==> src/hdl/phbr_pkg.sv <==
/*
 * Shared types and constants for the host bridge logic.
 * Assumes one system clock and an active-high asynchronous reset.
 */
// Function
// Device-type outbound accesses forwarded as memory
// Non-cacheable outbound accesses accepted and forwarded
// Unaligned normal accesses become byte-enabled requests
// Non-prefetchable BARs reachable with 32-bit addresses
// Fixed-offset window above 4G, firmware programmed
// System should prefer one-to-one mapping below 4GB
// Inbound addresses pass unmodified
// No remapping without translation unit
// MSI writes pass as posted writes
// Each MSI reaches controller with own identifier
// INTx messages become shared interrupt lines
// Each INTx line has distinct interrupt output
// Software sets legacy interrupts level-sensitive
// Legacy delivery uses no private registers
// Assignable functions implement function level reset
// Coherent path shares processors' inner domain
// No merging before final attributes known
// Mode ignoring ATS memory attributes
// Inbound default normal write-back outer shareable
// TH bit set means allocate hints
// No_snoop forces normal non-cacheable (honoured ATS attributes and translation unit attributes replace it)
// Non-cacheable always treated outer shareable (translation unit attributes are passed on without forcing outer_sh)
// Translation unit output replaces resolved attributes
// INTx output high from assert to deassert
// Window addresses get offset subtracted
package phbr_pkg;

    localparam int ADDR_W = 64;
    localparam int DATA_W = 32;
    localparam int BE_W   = DATA_W / 8;

    // Register map of the plain control port
    localparam logic [3:0] REG_CTRL     = 4'h0;
    localparam logic [3:0] REG_WIN_BASE = 4'h1;
    localparam logic [3:0] REG_WIN_LIM  = 4'h2;
    localparam logic [3:0] REG_WIN_OFS  = 4'h3;
    localparam logic [3:0] REG_STATUS   = 4'h4;

    localparam int CTRL_WIN_EN  = 0;
    localparam int CTRL_AMA_IGN = 1;

    localparam logic [1:0]        CTRL_RST   = 2'h3;
    localparam logic [ADDR_W-1:0] WIN_RST    = 64'h0;
    localparam logic [ADDR_W-1:0] FOUR_GIG   = 64'h0000_0001_0000_0000;

    typedef enum logic [1:0] {
        PHBR_MT_DEVICE = 2'h0,
        PHBR_MT_NORMAL_NC = 2'h1,
        PHBR_MT_NORMAL_WB = 2'h2
    } phbr_mtype_e;

    // Memory attributes carried with each inbound request
    typedef struct packed {
        phbr_mtype_e mtype;
        logic        outer_sh;
        logic        rd_alloc;
        logic        wr_alloc;
    } phbr_attr_s;

    typedef struct packed {
        logic              valid;
        logic              write;
        logic [ADDR_W-1:0] addr;
        logic [DATA_W-1:0] data;
        logic [BE_W-1:0]   be;
    } phbr_req_s;

    typedef struct packed {
        logic              valid;
        logic              write;
        logic              translated;
        logic              no_snoop;
        logic              th;
        logic              msi;
        logic              ama_valid;
        phbr_attr_s        ama;
        logic [ADDR_W-1:0] addr;
        logic [DATA_W-1:0] data;
        logic [BE_W-1:0]   be;
    } phbr_in_req_s;

    typedef struct packed {
        logic              valid;
        logic              write;
        logic              posted;
        phbr_attr_s        attr;
        logic [ADDR_W-1:0] addr;
        logic [DATA_W-1:0] data;
        logic [BE_W-1:0]   be;
    } phbr_in_out_s;

    typedef struct packed {
        logic             valid;
        logic             assert_n_deassert;
        logic [1:0]       line;
    } phbr_intx_s;

    localparam int INTX_LINES = 4;

endpackage

==> src/hdl/phbr_bridge.sv <==
/*
 * Host bridge datapath: outbound address window and byte enables,
 * inbound attribute resolution, legacy interrupt levels, control port.
 * Assumes the root port and translation unit never stall this block.
 */
// Design decisions made here: the address-and-strobe port and the register offsets.
`timescale 1ns/1ps
module phbr_bridge #(
    parameter int NLINES = phbr_pkg::INTX_LINES
) (
    input  wire logic                       clk,
    input  wire logic                       rst,
    input  wire logic [3:0]                 reg_addr,
    input  wire logic [63:0]                reg_wdata,
    input  wire logic                       reg_wr,
    input  wire logic                       reg_rd,
    output logic [63:0]                     reg_rdata,
    input  wire phbr_pkg::phbr_req_s        cpu_req,
    input  wire phbr_pkg::phbr_mtype_e      cpu_mtype,
    input  wire logic [1:0]                 cpu_unalign,
    output phbr_pkg::phbr_req_s             pcie_req,
    input  wire phbr_pkg::phbr_in_req_s     ep_req,
    output phbr_pkg::phbr_in_out_s          smmu_req,
    input  wire logic                       smmu_present,
    input  wire phbr_pkg::phbr_attr_s       smmu_attr,
    input  wire logic                       smmu_attr_valid,
    output phbr_pkg::phbr_in_out_s          sys_req,
    input  wire phbr_pkg::phbr_intx_s       intx_msg,
    output logic [NLINES-1:0]               intx_irq
);

    typedef struct packed {
        logic [1:0]                      ctrl;
        logic [phbr_pkg::ADDR_W-1:0]     win_base;
        logic [phbr_pkg::ADDR_W-1:0]     win_lim;
        logic [phbr_pkg::ADDR_W-1:0]     win_ofs;
        logic [63:0]                     rdata;
        phbr_pkg::phbr_req_s             pcie;
        phbr_pkg::phbr_in_out_s          smmu;
        phbr_pkg::phbr_in_out_s          sys;
        logic [NLINES-1:0]               irq;
        logic [15:0]                     outb_cnt;
    } phbr_state_s;

    phbr_state_s st_q;
    phbr_state_s st_d;

    // Initial attributes, then No_snoop, then optional ATS attributes
    function automatic phbr_pkg::phbr_attr_s resolve(input phbr_pkg::phbr_in_req_s r,
                                                     input logic ama_ign);
        phbr_pkg::phbr_attr_s a;
        a.mtype    = phbr_pkg::PHBR_MT_NORMAL_WB;
        a.outer_sh = 1'b1;
        a.rd_alloc = r.th & ~r.write;
        a.wr_alloc = r.th & r.write;
        if (r.no_snoop) begin
            a.mtype    = phbr_pkg::PHBR_MT_NORMAL_NC;
            a.rd_alloc = 1'b0;
            a.wr_alloc = 1'b0;
        end
        if (r.translated && r.ama_valid && !ama_ign) begin
            a = r.ama;
        end
        if (r.msi) begin
            // Interrupt writes must not allocate in caches
            a.mtype    = phbr_pkg::PHBR_MT_NORMAL_NC;
            a.rd_alloc = 1'b0;
            a.wr_alloc = 1'b0;
        end
        if (a.mtype != phbr_pkg::PHBR_MT_NORMAL_WB) begin
            a.outer_sh = 1'b1;
        end
        return a;
    endfunction

    // Byte enables for a word access shifted by the low address bits
    function automatic logic [phbr_pkg::BE_W-1:0] shift_be(input logic [phbr_pkg::BE_W-1:0] be,
                                                        input logic [1:0] ofs);
        return phbr_pkg::BE_W'(be << ofs);
    endfunction

    logic in_win;
    assign in_win = st_q.ctrl[phbr_pkg::CTRL_WIN_EN]
                    && cpu_req.addr >= st_q.win_base
                    && cpu_req.addr <= st_q.win_lim;

    always_comb begin
        phbr_pkg::phbr_attr_s ra;
        ra = resolve(ep_req, st_q.ctrl[phbr_pkg::CTRL_AMA_IGN]);
        st_d       = st_q;
        st_d.rdata = 64'h0;

        if (reg_wr) begin
            unique case (reg_addr)
                phbr_pkg::REG_CTRL:     st_d.ctrl     = reg_wdata[1:0];
                phbr_pkg::REG_WIN_BASE: st_d.win_base = reg_wdata;
                phbr_pkg::REG_WIN_LIM:  st_d.win_lim  = reg_wdata;
                phbr_pkg::REG_WIN_OFS:  st_d.win_ofs  = reg_wdata;
                default: ;
            endcase
        end
        if (reg_rd) begin
            unique case (reg_addr)
                phbr_pkg::REG_CTRL:     st_d.rdata = {62'h0, st_q.ctrl};
                phbr_pkg::REG_WIN_BASE: st_d.rdata = st_q.win_base;
                phbr_pkg::REG_WIN_LIM:  st_d.rdata = st_q.win_lim;
                phbr_pkg::REG_WIN_OFS:  st_d.rdata = st_q.win_ofs;
                phbr_pkg::REG_STATUS:   st_d.rdata = {44'h0, st_q.outb_cnt, {(4-NLINES){1'b0}},
                                                      st_q.irq};
                default:                st_d.rdata = 64'h0;
            endcase
        end

        // Outbound: every memory type is forwarded as a memory request
        st_d.pcie       = cpu_req;
        st_d.pcie.be    = shift_be(cpu_req.be, cpu_unalign);
        if (cpu_mtype == phbr_pkg::PHBR_MT_DEVICE) begin
            st_d.pcie.be = cpu_req.be;
        end
        if (in_win) begin
            // Window lands below 4G so 32-bit BARs stay reachable
            st_d.pcie.addr = cpu_req.addr - st_q.win_ofs;
        end
        if (cpu_req.valid) begin
            st_d.outb_cnt = st_q.outb_cnt + 16'h1;
        end

        // Inbound: address untouched, attributes final before issue
        st_d.smmu.valid = ep_req.valid & smmu_present;
        st_d.smmu.write = ep_req.write;
        st_d.smmu.posted = ep_req.write;
        st_d.smmu.attr  = ra;
        st_d.smmu.addr  = ep_req.addr;
        st_d.smmu.data  = ep_req.data;
        st_d.smmu.be    = ep_req.be;

        st_d.sys        = st_d.smmu;
        st_d.sys.valid  = ep_req.valid & ~smmu_present;
        if (smmu_present) begin
            st_d.sys.valid = smmu_attr_valid & st_q.smmu.valid;
            st_d.sys       = st_q.smmu;
            st_d.sys.valid = smmu_attr_valid & st_q.smmu.valid;
            st_d.sys.attr  = smmu_attr;
        end
        // Every write, MSI or not, leaves as posted; MSI reads do not; one request per cycle, no merge
        st_d.sys.posted = st_d.sys.write;

        if (intx_msg.valid && int'(intx_msg.line) < NLINES) begin
            st_d.irq[intx_msg.line] = intx_msg.assert_n_deassert;
        end
    end

    always_ff @(posedge clk or posedge rst) begin
        if (rst) begin
            st_q          <= '0;
            st_q.ctrl     <= phbr_pkg::CTRL_RST;
            st_q.win_base <= phbr_pkg::WIN_RST;
            st_q.win_lim  <= phbr_pkg::WIN_RST;
            st_q.win_ofs  <= phbr_pkg::WIN_RST;
        end else begin
            st_q <= st_d;
        end
    end

    assign reg_rdata = st_q.rdata;
    assign pcie_req  = st_q.pcie;
    assign smmu_req  = st_q.smmu;
    assign sys_req   = st_q.sys;
    assign intx_irq  = st_q.irq;

    a_addr_pass: assert property (@(posedge clk) disable iff (rst)
        ep_req.valid && !smmu_present |=> sys_req.valid && sys_req.addr == $past(ep_req.addr))
        else $error("inbound address changed");
    a_nosnoop_nc: assert property (@(posedge clk) disable iff (rst)
        ep_req.valid && ep_req.no_snoop && !ep_req.msi && !smmu_present
        && (!ep_req.translated || st_q.ctrl[phbr_pkg::CTRL_AMA_IGN])
        |=> sys_req.attr.mtype == phbr_pkg::PHBR_MT_NORMAL_NC)
        else $error("no_snoop not non-cacheable");
    a_default_wb: assert property (@(posedge clk) disable iff (rst)
        ep_req.valid && !ep_req.no_snoop && !ep_req.msi && !smmu_present
        && (!ep_req.translated || st_q.ctrl[phbr_pkg::CTRL_AMA_IGN])
        |=> sys_req.attr.mtype == phbr_pkg::PHBR_MT_NORMAL_WB && sys_req.attr.outer_sh)
        else $error("default attributes wrong");
    a_nc_outer: assert property (@(posedge clk) disable iff (rst)
        sys_req.valid && sys_req.attr.mtype == phbr_pkg::PHBR_MT_NORMAL_NC && !smmu_present
        |-> sys_req.attr.outer_sh)
        else $error("non-cacheable not outer shareable");
    a_intx_hold: assert property (@(posedge clk) disable iff (rst)
        intx_msg.valid && intx_msg.assert_n_deassert && intx_msg.line == 2'h0
        |=> intx_irq[0])
        else $error("intx line not raised");
    a_intx_clear: assert property (@(posedge clk) disable iff (rst)
        intx_msg.valid && !intx_msg.assert_n_deassert && intx_msg.line == 2'h2
        |=> !intx_irq[2])
        else $error("intx line not released");
    a_msi_posted: assert property (@(posedge clk) disable iff (rst)
        ep_req.valid && ep_req.msi && ep_req.write && !smmu_present
        |=> sys_req.posted && sys_req.attr.mtype == phbr_pkg::PHBR_MT_NORMAL_NC)
        else $error("interrupt write not posted");
    a_win_sub: assert property (@(posedge clk) disable iff (rst)
        cpu_req.valid && in_win |=> pcie_req.addr == $past(cpu_req.addr) - $past(st_q.win_ofs))
        else $error("window offset not applied");
    a_ama_ignore: assert property (@(posedge clk) disable iff (rst)
        ep_req.valid && st_q.ctrl[phbr_pkg::CTRL_AMA_IGN] && !ep_req.no_snoop && !ep_req.msi
        && !smmu_present |=> sys_req.attr.mtype == phbr_pkg::PHBR_MT_NORMAL_WB)
        else $error("ama not ignored");
    a_smmu_attr: assert property (@(posedge clk) disable iff (rst)
        smmu_present && smmu_attr_valid && smmu_req.valid |=> sys_req.attr == $past(smmu_attr))
        else $error("translation attributes not used");
    c_msi: cover property (@(posedge clk) ep_req.valid && ep_req.msi);
    c_win: cover property (@(posedge clk) cpu_req.valid && in_win);
    c_intx: cover property (@(posedge clk) intx_irq[0] ##[1:20] !intx_irq[0]);

endmodule

==> config.mk <==
export PLATFORM = sky130hd
export DESIGN_NAME = phbr_bridge
export DESIGN_NICKNAME = d
export VERILOG_FILES = /design/src/hdl/phbr_pkg.sv /design/src/hdl/phbr_bridge.sv
export SDC_FILE = /design/constraint.sdc
export NUM_CORES = 1
export LEC_CHECK = 0
export BUFFER_PORTS_ARGS = -buffer_cell sky130_fd_sc_hd__buf_2
export CORE_AREA = 2 2 271 273
export DETAILED_ROUTE_END_ITERATION = 6
export DIE_AREA = 0 0 273 275
export HOLD_SLACK_MARGIN = 0.03
export PLACE_DENSITY = 0.71
export SLEW_MARGIN = 30
export SYNTH_ARGS = -nofsm -noshare
export SYNTH_HDL_FRONTEND = slang
export SYNTH_SLANG_ARGS = --single-unit
==> constraint.sdc <==
create_clock -name clk -period 24.9 [get_ports clk]
set_input_delay 4.98 -clock clk [delete_from_list [all_inputs] [get_ports clk]]
set_output_delay 4.98 -clock clk [all_outputs]
set_load 0.1 [all_outputs]
==> flow_summary.rst <==
.. list-table::
   :header-rows: 1

   * - Metric
     - Value
   * - Outcome
     - complete, but fails checks
   * - Violations in the final reports
     - DRC
   * - Full die area
     - 75080 um2
   * - Average size of a mapped cell
     - 11.08 um2
   * - CP Launch Type
     - primary input
   * - Dominant cell type by area after synthesis
     - sky130_fd_sc_hd__dfrtp_1
   * - Clock tree from TritonCTS
     - done
   * - Minimum clock period
     - between 8000 and 9000 ps
   * - Via count normalized by instance count
     - 5.351
   * - Final hold slack
     - 489.2 ps
   * - Number of buffers created by CTS
     - 69
   * - Post CTS Setup Buffer Count
     - 0
   * - Nets@finish
     - around 3600
   * - Number of buffers added on ports
     - about 690
   * - Standard-cell rows
     - 99
   * - Starting utilization of the core area
     - a little over two fifths
   * - Filler cell count in the final layout
     - 6630
   * - Worst min-delay path class
     - flip-flop to flip-flop
   * - Ports placed on the boundary
     - between 600 and 700
   * - Clock tree root driver cell
     - sky130_fd_sc_hd__clkbuf_16
   * - Number of antenna violations at the first check in global routing
     - 31
   * - Count of max-cap constraint violations
     - 0
   * - Number of distinct library cells after synthesis
     - 91
   * - Sum of routed wire length over all layers
     - slightly below 100000 um
   * - Total area of sequential cells
     - 14870 um2
   * - Horizontal die dimension
     - around 270 um
   * - Pre-CTS setup slack
     - between 15000 and 20000 ps
   * - Critical Path Slowest Stage Cell
     - sky130_fd_sc_hd__a2111oi_0
   * - Quantity of hold-fixing buffers added after cts
     - 0
   * - Synthesis Warnings
     - 0
   * - Power density over the cells
     - 94.89 nW/um2
   * - Prevailing post-synth register cell
     - sky130_fd_sc_hd__dfrtp_1
   * - Layout overhead on the synthesized area
     - 12.46%
   * - Logic pwr share
     - 33.0%
   * - Largest net degree at the start of global routing
     - around 120
   * - Slew at the pin with the worst max-slew slack
     - between 900 and 1000 ps
   * - Number of DRC markers after the initial detailed-route iteration
     - ~1700
   * - Setup repair after global routing missed its margin
     - no
   * - Worst ir drop on vdd
     - 0.00008149 V
   * - Detailed-placement wirelength estimate
     - ~75000 um
   * - Via count
     - roughly 22000
   * - Resized Gates After CTS
     - 0
   * - Buffering stage count on the worst path with inverters included
     - 3
   * - Via count of the first global-routing pass
     - about 22000
   * - Post-layout worst setup margin
     - ~17000 ps
   * - Final weighted congestion in routability-driven placement
     - roughly 0.89
   * - Fraction of final layout cells with drive strength greater than 1
     - between 30% and 40%
   * - Count of H-tree levels built during CTS
     - 3
   * - Share of flip-flops with an asynchronous set or reset
     - 100.0%
   * - Sequential area share after synthesis
     - 48.00%
   * - Portion of total power attributed to sequential cells
     - between 30% and 40%
   * - Cell area after synthesis
     - around 31000 um2
   * - Overall global routing resource usage
     - about a quarter
   * - Proportion of netlist area held by the largest area contributor
     - 47.83%
   * - Multi-input gate area
     - 12030 um2
   * - Residual DRC
     - 2
   * - Commonest cells after routing, fill and taps aside
     - 685 x sky130_fd_sc_hd__buf_2, 592 x sky130_fd_sc_hd__dfrtp_1, 304 x sky130_fd_sc_hd__mux2_2
   * - Highest fanout seen on the critical path
     - 82
   * - Largest cells by area after synthesis
     - sky130_fd_sc_hd__dfrtp_1 48%, sky130_fd_sc_hd__mux2_2 11%, sky130_fd_sc_hd__buf_4 9.5%
   * - CP Data Required Time
     - 25380 ps
   * - Die Y
     - ~280 um
   * - Ordered cell list for the critical path
     - buf_2, ha_1, nor2b_1, o211ai_1, a2111oi_0, a211oi_1, o21ai_0, a311oi_2, o221ai_4, buf_4, inv_1, nand2_1, o311ai_1
   * - Maximum buffer depth of the clock tree
     - 3
   * - Aggregate global routing overflow
     - 0
   * - Cells after synthesis
     - roughly 2800
   * - Clock slew at reported path FFs
     - around 60 ps
   * - Cell class contributing the biggest share of worst-path delay
     - compound AO/OA/AOI/OAI gates
   * - Switching power
     - 1.308 mW
   * - Power Internal
     - roughly 2 mW
   * - Endpoint type of the worst setup path
     - flip-flop
   * - Class of the most critical setup path
     - primary input to flip-flop
   * - Post-Syn Nets
     - 3288
   * - Pwr Total
     - around 3.3 mW
   * - Detailed-router iteration count before antenna repair
     - 7
   * - Leakage power total
     - around 17 nW
   * - TritonCTS sink count
     - ~600
   * - Data arrival at the endpoint of the critical path
     - between 8000 and 9000 ps
   * - Synthesis-stage register bit count
     - 594
   * - Max transition margin
     - a little under two fifths
   * - Final total negative setup slack
     - 0 ps
   * - Number of max-slew violations in the final report
     - 0
   * - Clock Skew
     - ~24 ps
   * - Placeable core region
     - about 72000 um2
   * - Most common cell after layout, fill and taps aside
     - sky130_fd_sc_hd__buf_2
   * - Final hold violation count
     - 0
   * - Final cycle utilization of the critical path
     - between 30% and 40%
   * - Clock power share
     - a little under a third
   * - Maximum frequency from static timing analysis
     - roughly 120 MHz
   * - Wire length of the first global-routing pass
     - 142500 um
   * - Average routed wire per standard cell
     - between 20 and 25 um
   * - Count of flip-flops with a built-in enable after synthesis
     - 0
   * - Clock latency reported for the late side of the worst-skew pair
     - slightly above 600 ps
   * - Stage delay of the slowest cell on the critical path
     - a little under 700 ps
   * - Final antenna-violating net count
     - 0
   * - Switching part of the total power
     - between 30% and 40%
   * - Final setup fails
     - 0
==> power groups by stage <==
stage / Clock, mW / Combinational, mW / Sequential (mW)
floorplan: 0 / 0.917 / 1.17
global placement: 0 / 1.08 / 1.20
detailed placement: 0 / 1.09 / 1.20
CTS: 1.05 / 1.09 / 1.19
global route: 1.08 / 1.17 / 1.20
finish: 1.02 / 1.09 / 1.19
==> path summary, 6_finish.rpt <==
| kind | cells after the start | slack [ps] | from | to |
|---|---|---|---|---|
| max | 13 | 16850 | cpu_req[37] | pcie_req[83] |
| min | 1 | 490 | st_q[15] | st_q[15] |
| max reg2reg | 13 | 20990 | st_q[467] | pcie_req[83] |
| min reg2reg | 1 | 490 | st_q[15] | st_q[15] |
| max in group asynchronous | 5 | 18220 | rst | pcie_req[93] |
| min in group asynchronous | 2 | 4340 | rst | sys_req[40] |
==> cell families (layout without fill, tap and decap cells) <==
| family | Yosys count | count (layout) | share of synthesized area, % |
|---|---|---|---|
| compound gates | 486 | 486 | 10.92 |
| xor+xnor | 71 | 71 | 2.008 |
| fa+ha+maj | 193 | 193 | 7.821 |
| buf+inv | 706 | 1045 | 13.41 |
| flops | 594 | 594 | 48.00 |
| mux | 306 | 306 | 11.12 |
| other cells | 0 | 6 | 0 |
| simple gates | 438 | 438 | 6.722 |
==> Yosys cell counts, types with 3 or more instances <==
library cell,number
sky130_fd_sc_hd__nand4_1,47
sky130_fd_sc_hd__a211oi_1,5
sky130_fd_sc_hd__nand2_1,186
sky130_fd_sc_hd__nor4_1,4
sky130_fd_sc_hd__a21oi_2,4
sky130_fd_sc_hd__nor2b_1,7
sky130_fd_sc_hd__and2_1,6
sky130_fd_sc_hd__clkbuf_1,71
sky130_fd_sc_hd__mux2_2,304
sky130_fd_sc_hd__a21boi_0,4
sky130_fd_sc_hd__a2111oi_0,4
sky130_fd_sc_hd__a221oi_1,7
sky130_fd_sc_hd__xnor2_1,47
sky130_fd_sc_hd__nand3_1,21
sky130_fd_sc_hd__o41ai_2,3
sky130_fd_sc_hd__o31ai_1,7
sky130_fd_sc_hd__nor3_1,13
sky130_fd_sc_hd__o21ai_2,3
sky130_fd_sc_hd__or2_2,8
sky130_fd_sc_hd__dfrtp_1,592
sky130_fd_sc_hd__buf_2,19
sky130_fd_sc_hd__xor2_1,24
sky130_fd_sc_hd__o21ai_0,62
sky130_fd_sc_hd__a22oi_1,3
sky130_fd_sc_hd__a21o_1,58
sky130_fd_sc_hd__a222oi_1,64
sky130_fd_sc_hd__nand2b_1,5
sky130_fd_sc_hd__nor4b_1,4
sky130_fd_sc_hd__buf_4,392
sky130_fd_sc_hd__and3_1,8
sky130_fd_sc_hd__ha_1,192
sky130_fd_sc_hd__o21bai_1,11
sky130_fd_sc_hd__o211ai_1,5
sky130_fd_sc_hd__inv_1,219
sky130_fd_sc_hd__a21oi_1,138
sky130_fd_sc_hd__o21a_1,3
sky130_fd_sc_hd__buf_1,4
sky130_fd_sc_hd__and4_1,12
sky130_fd_sc_hd__nor2_1,100
sky130_fd_sc_hd__a31oi_1,8
sky130_fd_sc_hd__a211o_1,3
sky130_fd_sc_hd__o21ai_1,53
==> sequential cells by signal (all words and copies together), names as in the netlist <==
signal and flops:
intx_irq 4, smmu_req 107, sys_req 107, reg_rdata 64, pcie_req 102, st_q 210
==> routing by layer <==
metal  global-route usage (%)  wire (um)  vias up
met5                        0        228        -
met4                    10.87       4272       34
met3                    6.485       7383      214
met2                    43.47      48530      871
met1                    30.75      38690    10864
li1                         -          -     9945
==> stage by stage <==
| stage | cell area [um2] | std cells | util, % |
|---|---|---|---|
| global route | 34820 | 4095 | 48.14 |
| floorplan | 30970 | 2794 | - |
| finish | 34830 | 4098 | 48.15 |
| CTS | 34760 | 4091 | 48.06 |
| global placement | 32480 | 3971 | 44.90 |
| detailed placement | 32490 | 3971 | 44.91 |
==> layout make-up <==
| type | instances | area share [%] |
|---|---|---|
| diodes | 6 | 0.04311 |
| clock buffers | 93 | 5.622 |
| clock inverters | 27 | 0.9052 |
| inverters | 219 | 2.382 |
| multi-input cells | 1494 | 34.52 |
| flip-flops and latches | 594 | 42.68 |
| well taps | 959 | 3.445 |
| repair buffers | 706 | 10.40 |
(Power assumes the default switching activity.)
